==> src/ppsc_consts.svh <==
// How it works
// - share: bypass 1, listed values 6, else 4
// - sync mode puts share inside the loop
// - sync pulse picks the restart reference edge
// - only out-of-loop dividers get realigned
// - entering sync mode does a software sync
// - pin honoured only with sync-ignore cleared
// - pin sync or modulator reset loads seed
// - a seed write adds to the accumulator unless a seed load wins
// - delay is seed*share over denominator*divide
// - zero numerator still lets seed shift phase
`ifndef PPSC_CONSTS_SVH
`define PPSC_CONSTS_SVH

// in-loop shares of the channel divide
`define PPSC_SHARE_BYPASS 3'h1
`define PPSC_SHARE_SIX 3'h6
`define PPSC_SHARE_FOUR 3'h4

// channel divide values that fold six into the loop
`define PPSC_DIV_6 11'h006
`define PPSC_DIV_12 11'h00C
`define PPSC_DIV_48 11'h030
`define PPSC_DIV_72 11'h048
`define PPSC_DIV_96 11'h060
`define PPSC_DIV_384 11'h180
`define PPSC_DIV_768 11'h300

// reset values
`define PPSC_RST_SHARE 3'h1
`define PPSC_RST_COUNT 11'h000

`endif

==> src/ppsc_pkg.sv <==
`default_nettype none
package ppsc_pkg;
	// sync controller states, one-hot
	typedef enum logic [2:0] {
		PPSC_FREE = 3'h1,
		PPSC_ARMED = 3'h2,
		PPSC_ALIGN = 3'h4
	} ppsc_state_type;
endpackage : ppsc_pkg
`default_nettype wire

==> src/ppsc_phase_sync.sv <==
`include "ppsc_consts.svh"
`default_nettype none
module ppsc_phase_sync
	import ppsc_pkg::*;
#(
	parameter int ACC_W = 32,
	parameter int REFDIV_W = 8
) (
	input wire logic ref_clk,
	input wire logic sys_rst,
	input wire logic phase_align_mode_en,
	input wire logic sync_ignore,
	input wire logic sync_pin,
	input wire logic modulator_reset_n,
	input wire logic [ACC_W-1:0] modulator_seed,
	input wire logic seed_write,
	input wire logic [ACC_W-1:0] frac_numerator,
	input wire logic [ACC_W-1:0] frac_denominator,
	input wire logic [10:0] output_divide_value,
	input wire logic output_divide_bypass,
	input wire logic [REFDIV_W-1:0] ref_divide_value,
	output logic [2:0] in_loop_divide_share,
	output logic [10:0] outLoopDivide,
	output logic [ACC_W-1:0] fracAccum,
	output logic fracCarry,
	output logic refDivTick,
	output logic chanDivTick,
	output logic syncApplied,
	output logic syncModeActive,
	output logic [ACC_W+2:0] phaseDelayNum,
	output logic [ACC_W+10:0] phaseDelayDen
);

	typedef struct packed {
		ppsc_state_type state;
		logic syncMeta;
		logic syncSafe;
		logic syncPrev;
		logic modePrev;
		logic [2:0] share;
		logic [10:0] outDiv;
		logic [ACC_W-1:0] acc;
		logic carry;
		logic [REFDIV_W-1:0] refCnt;
		logic [10:0] chanCnt;
		logic refTick;
		logic chanTick;
		logic applied;
		logic active;
		logic [ACC_W+2:0] delayNum;
		logic [ACC_W+10:0] delayDen;
	} ppsc_regs_type;

	ppsc_regs_type regs_q;
	ppsc_regs_type regs_d;

	logic [2:0] tableShare;
	logic [10:0] tableOutDiv;
	logic pinEdge;
	logic pinSync;
	logic softSync;
	logic alignNow;
	logic [ACC_W:0] stepSum;
	logic [ACC_W:0] wrapSum;
	logic [ACC_W:0] seedSum;
	logic [ACC_W:0] seedWrap;
	logic [REFDIV_W-1:0] refLast;
	logic [10:0] chanLast;

	// share lookup; the rest of the divide stays outside the loop
	always_comb begin
		case (output_divide_value)
			`PPSC_DIV_6, `PPSC_DIV_12, `PPSC_DIV_48, `PPSC_DIV_72,
			`PPSC_DIV_96, `PPSC_DIV_384, `PPSC_DIV_768: begin
				tableShare = `PPSC_SHARE_SIX;
				tableOutDiv = output_divide_value / 11'h006;
			end
			default: begin
				tableShare = `PPSC_SHARE_FOUR;
				tableOutDiv = output_divide_value >> 2;
			end
		endcase
		if (output_divide_bypass) begin
			tableShare = `PPSC_SHARE_BYPASS;
			tableOutDiv = 11'h001;
		end
	end

	// event decode; the pin is only looked at after two flops
	always_comb begin
		pinEdge = regs_q.syncSafe & ~regs_q.syncPrev;
		pinSync = pinEdge & ~sync_ignore & phase_align_mode_en;
		softSync = phase_align_mode_en & ~regs_q.modePrev;
		alignNow = pinSync | softSync;
		refLast = (ref_divide_value == {REFDIV_W{1'b0}}) ? {REFDIV_W{1'b0}} : ref_divide_value - 1'b1;
		chanLast = (regs_q.outDiv == 11'h000) ? 11'h000 : regs_q.outDiv - 11'h001;
		// one wrap step only: numerator and seed are expected below the denominator
		stepSum = {1'b0, regs_q.acc} + {1'b0, frac_numerator};
		wrapSum = stepSum - {1'b0, frac_denominator};
		// a seed write wraps the same way, so the accumulator never holds the modulus
		seedSum = {1'b0, regs_q.acc} + {1'b0, modulator_seed};
		seedWrap = seedSum - {1'b0, frac_denominator};
	end

	// next-state logic for all block state
	always_comb begin
		regs_d = regs_q;
		regs_d.syncMeta = sync_pin;
		regs_d.syncSafe = regs_q.syncMeta;
		regs_d.syncPrev = regs_q.syncSafe;
		regs_d.modePrev = phase_align_mode_en;
		regs_d.applied = 1'b0;
		regs_d.refTick = 1'b0;
		regs_d.chanTick = 1'b0;

		// share folds into the loop only in sync mode
		if (phase_align_mode_en) begin
			regs_d.share = tableShare;
			regs_d.outDiv = tableOutDiv;
		end else begin
			regs_d.share = `PPSC_SHARE_BYPASS;
			regs_d.outDiv = output_divide_bypass ? 11'h001 : output_divide_value;
		end

		// controller: align lasts one cycle, then armed, or free if the mode has dropped
		case (regs_q.state)
			PPSC_FREE: begin
				if (phase_align_mode_en) begin
					regs_d.state = PPSC_ALIGN;
				end
			end
			PPSC_ARMED: begin
				if (!phase_align_mode_en) begin
					regs_d.state = PPSC_FREE;
				end else if (alignNow) begin
					regs_d.state = PPSC_ALIGN;
				end
			end
			PPSC_ALIGN: begin
				regs_d.state = phase_align_mode_en ? PPSC_ARMED : PPSC_FREE;
			end
			default: begin
				regs_d.state = PPSC_FREE;
			end
		endcase
		// mode flag kept in a flop so the output needs no decode
		regs_d.active = (regs_d.state != PPSC_FREE);

		// out-of-loop dividers restart on the chosen reference edge;
		// in-loop dividers are left to the loop itself
		if (alignNow) begin
			regs_d.refCnt = {REFDIV_W{1'b0}};
			regs_d.chanCnt = `PPSC_RST_COUNT;
			regs_d.applied = 1'b1;
		end else begin
			if (regs_q.refCnt >= refLast) begin
				regs_d.refCnt = {REFDIV_W{1'b0}};
				regs_d.refTick = 1'b1;
			end else begin
				regs_d.refCnt = regs_q.refCnt + 1'b1;
			end
			if (regs_q.chanCnt >= chanLast) begin
				regs_d.chanCnt = `PPSC_RST_COUNT;
				regs_d.chanTick = 1'b1;
			end else begin
				regs_d.chanCnt = regs_q.chanCnt + 11'h001;
			end
		end

		// fractional accumulator: load beats add beats step
		regs_d.carry = 1'b0;
		if (!modulator_reset_n || pinSync) begin
			regs_d.acc = modulator_seed;
		end else if (seed_write && (seedSum >= {1'b0, frac_denominator})) begin
			regs_d.acc = seedWrap[ACC_W-1:0];
		end else if (seed_write) begin
			regs_d.acc = seedSum[ACC_W-1:0];
		end else if (stepSum >= {1'b0, frac_denominator}) begin
			regs_d.acc = wrapSum[ACC_W-1:0];
			regs_d.carry = 1'b1;
		end else begin
			regs_d.acc = stepSum[ACC_W-1:0];
		end

		// phase delay as a ratio, left for software to scale
		regs_d.delayNum = (ACC_W+3)'(modulator_seed) * (ACC_W+3)'(regs_q.share);
		regs_d.delayDen = (ACC_W+11)'(frac_denominator) * (ACC_W+11)'(output_divide_value);
	end

	// single register stage for all state
	always_ff @(posedge ref_clk) begin
		if (sys_rst) begin
			regs_q.state <= PPSC_FREE;
			regs_q.syncMeta <= 1'b0;
			regs_q.syncSafe <= 1'b0;
			regs_q.syncPrev <= 1'b0;
			regs_q.modePrev <= 1'b0;
			regs_q.share <= `PPSC_RST_SHARE;
			regs_q.outDiv <= 11'h001;
			regs_q.acc <= {ACC_W{1'b0}};
			regs_q.carry <= 1'b0;
			regs_q.refCnt <= {REFDIV_W{1'b0}};
			regs_q.chanCnt <= `PPSC_RST_COUNT;
			regs_q.refTick <= 1'b0;
			regs_q.chanTick <= 1'b0;
			regs_q.applied <= 1'b0;
			regs_q.active <= 1'b0;
			regs_q.delayNum <= '0;
			regs_q.delayDen <= '0;
		end else begin
			regs_q <= regs_d;
		end
	end

	// outputs straight from the state register
	assign in_loop_divide_share = regs_q.share;
	assign outLoopDivide = regs_q.outDiv;
	assign fracAccum = regs_q.acc;
	assign fracCarry = regs_q.carry;
	assign refDivTick = regs_q.refTick;
	assign chanDivTick = regs_q.chanTick;
	assign syncApplied = regs_q.applied;
	assign syncModeActive = regs_q.active;
	assign phaseDelayNum = regs_q.delayNum;
	assign phaseDelayDen = regs_q.delayDen;

endmodule : ppsc_phase_sync
`default_nettype wire

==> config.mk <==
export PLATFORM = sky130hd
export DESIGN_NAME = ppsc_phase_sync
export DESIGN_NICKNAME = d
export VERILOG_FILES = /design/src/ppsc_pkg.sv /design/src/ppsc_phase_sync.sv
export VERILOG_INCLUDE_DIRS = /design/src
export SDC_FILE = /design/constraint.sdc
export NUM_CORES = 2
export LEC_CHECK = 0
export BUFFER_PORTS_ARGS = -buffer_cell sky130_fd_sc_hd__buf_2
export CORE_MARGIN = 2
export CORE_UTILIZATION = 45
export CTS_CLUSTER_SIZE = 24
export DETAILED_ROUTE_END_ITERATION = 10
export PLACE_DENSITY_LB_ADDON = 0.08
export SLEW_MARGIN = 20
export SYNTH_ARGS = -nofsm -noshare
export SYNTH_HDL_FRONTEND = slang
export SYNTH_SLANG_ARGS = --single-unit
==> constraint.sdc <==
create_clock -name ref_clk -period 5.9 [get_ports ref_clk]
set_clock_uncertainty 0.2 [all_clocks]
set_input_delay 0.295 -clock ref_clk [delete_from_list [all_inputs] [get_ports ref_clk]]
set_output_delay 0.295 -clock ref_clk [all_outputs]
set_load 0.05 [all_outputs]
==> results.yml <==
setup_path:
  path_max_fanout: 7
  worstReg2RegEnd: "fracAccum[14]"
  start_kind: "register"
  crit_type: "register to register"
  rr_worst_depth: 27
  cp_data_arrival_time_ns: 6.05
  r2r_start: "fracAccum[0]"
  r2r_setup_slack_ns: 0.05
  end_kind: "register"
  cp.required_ns: 6.10
place:
  hpwl_um: 72310
  portBuffers: 251
  dp_worst_setup_slack_ns: -0.4661
  place.gp.congestion: 0.9543
synthesis:
  synth-main-ff-cell: "dfxtp_1"
  yosysTopAreaCellShare_pct: 22.89
  ys_seq_elements: 155
  synth_top_area_cell: "fa_1"
  ys_seq_area_share_pct: 11.67
  async_flop_share_pct: 0
  ys_warn_count: 0
  synth_common_cells: "474 x nand2_1, 376 x inv_1, 304 x fa_1, 294 x nor2_1, 266 x ha_1"
  synth.distinct_cells: 83
  synth_edf_count: 0
  synth.area.top_cells: "fa_1 23%, ha_1 13%, dfxtp_1 12%"
  syn_avg_cell_area_um2: 7.962
  synth_nets: 4032
  yosysMostFrequentCell: "nand2_1"
  synthCells: 3339
  syn_area_um2: 26580
pwr:
  p_seq_share_pct: 7.1
  peakVddDrop_uv: 664.8
  p_leak_uw: 0.01613
  p_comb_share_pct: 86.8
  p_sw_uw: 10380
  p_int_uw: 10090
  clock_power_share_pct: 6.0
  switching_share_pct: 50.72
  power_density_nw_per_um2: 643.4
min_path:
  hold_class: "input port to register"
  min_from: "sys_rst"
  min_to: "syncApplied"
  hold_path_depth: 2
detailed_routing:
  met2_length_um: 40440
  drt-total-wl_um: 87060
  ant_nets: 0
  met1_length_um: 38590
  route.detailed.drc: 0
  routed-via-count: 24759
  wl_met3_um: 5287
  top_layer: "met5"
  drt-initial-drc-count: 1627
  drt-wirelength-per-cell_um: 19.08
  drt-pass1-iter-count: 6
  via_per_inst: 5.427
timing:
  finalSetupViolCount: 0
  hold_viol: 0
  slew_violations: 0
  rsz0062_at_grt: "true"
  tightest_slew_ns: 0.8757
  max_freq_mhz: 170.9
  layout_min_cycle_time_ns: 5.853
  setup_slack_ns: 0.04696
  slew_headroom_pct: 41.36
  timing.final.crit_share_pct: 99.20
  fin_setup_tns_ns: 0
global_routing:
  antenna_found_initial: 3
  overflow: 0
  grt_max_degree: 52
  grt_usage_pct: 28.82
  grt_pass1_vias: 24733
  grt_pass1_wl_um: 135600
floorplanning:
  ios: 252
  start_util_pct: 45.30
  die_w_um: 247.1
  core_um2: 58690
  die-area_um2: 61040
  die_y_um: 247.1
  num_rows: 89
cts:
  tritoncts: "built"
  cts-root-buf: "clkbuf_16"
  clock-sinks: 155
  cts-htree-levels: 4
  clkLatencyLatePin_ns: 0.50
  clockBufferDepth: 2
  numCtsBuffers: 17
  clk_pin_slew_ns: 0.08
finish:
  fin_nets: 4464
  utilization_pct: 54.22
  final_layout_size_suffix_gt1_share_pct: 20.82
  n_fill_cell: 5632
  area_delta_synth_final_pct: 19.69
flow_run:
  cap_viol_max_count: 0
status:
  status: "finished, final reports clean"
repair_timing:
item,4_1_cts,5_1_grt
hold buffers,20,0
endpoints found under the setup margin,30,38
cloned,0,2
endpoints found under the hold margin,27,0
pin swaps,15,59
gates resized for setup,28,98
setup buffers,7,16
stage by stage:
step | hold WS (ns) | std cells | instance area (µm²) | power (µW)
3_3_place_gp | 0.2311 | 4481 | 30220 | 17900
2_1_floorplan | 0.2036 | 3339 | 26610 | 12600
5_1_grt | 0.05036 | 4557 | 31810 | 22310
6_report | 0.03443 | 4562 | 31820 | 20470
4_1_cts | 0.0008483 | 4540 | 31210 | 19650
3_5_place_dp | 0.2432 | 4481 | 30220 | 18070
sequential cells by signal (all words and copies together), names as in the netlist:
signal and count:
chanDivTick 1, fracAccum 32, fracCarry 1, in_loop_divide_share 3
outLoopDivide 11, phaseDelayDen 43, phaseDelayNum 35, refDivTick 1
regs_d 2, regs_q 24, syncApplied 1, syncModeActive 1
cell usage in the layout (no fill, tap or decap), types with 26 or more instances in the layout:
cell type	synthesis	routed
o21a_1	38	38
xor2_1	85	84
a211oi_1	34	29
nor2_1	294	290
nor2b_1	39	38
a21o_1	83	83
nand2_1	474	474
xnor2_1	107	99
buf_2	2	247
and2_1	66	66
buf_4	126	372
nand3_1	53	46
mux2i_1	28	26
o211ai_1	27	27
fa_1	304	302
o21ai_0	124	110
inv_1	376	374
ha_1	266	264
nand2b_1	31	31
dfxtp_1	155	154
a21oi_1	189	171
nor3_1	48	44
routing by layer:
layer  GRT usage [%]  vias to the layer above
met2           46.56                      735
li1                -                    11780
met3           4.710                      143
met1           39.00                    12099
met5               0                        -
met4           9.940                        2
cells by family (layout without fill, tap and decap cells):
kind of cell	count (synthesis)	after routing	synth area share [%]
AND/OR/NAND/NOR	1100	1100	18.34
AO/OA/AOI/OAI	665	665	16.38
buffers and inverters	627	1072	10.73
adder cells (fa/ha/maj)	570	570	35.41
XOR/XNOR	192	192	6.326
flip-flops	155	155	11.67
multiplexers	30	30	1.139
other	0	5	0
area by class of cell:
type / count / area (µm²) / share of cell area [%]
antenna: 5 / 12.51 / 0.03932
clock buffer: 18 / 429.2 / 1.349
clock inverter: 14 / 182.7 / 0.5741
inverter: 378 / 1431 / 4.498
multi-input combinational: 2557 / 21140 / 66.43
sequential: 155 / 3104 / 9.756
tap: 773 / 967.2 / 3.040
timing repair buffer: 661 / 4548 / 14.29
timing repair inverter: 1 / 7.507 / 0.02359
how the worst max path moves through the flow:
stage,from,endpoint,cells past startpoint
4_1_cts,modulator_seed[0],fracAccum[7],29
3_5_place_dp,output_divide_value[9],phaseDelayDen[38],22
3_3_place_gp,output_divide_value[9],phaseDelayDen[42],22
6_report,fracAccum[0],fracAccum[14],27
5_1_grt,fracAccum[0],fracAccum[11],25
2_1_floorplan,output_divide_value[10],phaseDelayDen[42],24
power groups by stage:
stage	Clock (µW)	Combinational (µW)	Sequential [µW]
detailed placement	0	16600	1480
finish	1240	17800	1460
floorplan	0	11200	1450
global placement	0	16400	1480
CTS	1260	16900	1460
global route	1310	19500	1490
critical path, stage by stage (launching register included):
cell	delay (ns)
dfxtp_2	0.34
ha_4	0.16
fa_2	0.37
a211oi_4	0.29
buf_6	0.15
o21bai_4	0.07
buf_6	0.13
a211o_4	0.36
a21oi_4	0.18
nor3b_2	0.07
or3_4	0.45
a21oi_4	0.16
xnor2_2	0.10
ha_1	0.32
nand4_1	0.11
nor4_2	0.28
buf_4	0.15
nand4_1	0.11
o211ai_1	0.23
o21bai_4	0.21
o41ai_4	0.11
a21bo_4	0.28
buf_12	0.18
buf_4	0.12
mux2i_1	0.19
a21oi_1	0.09
a21o_1	0.20
o211a_1	0.12
Note: power is estimated with default switching activity, not from simulation.
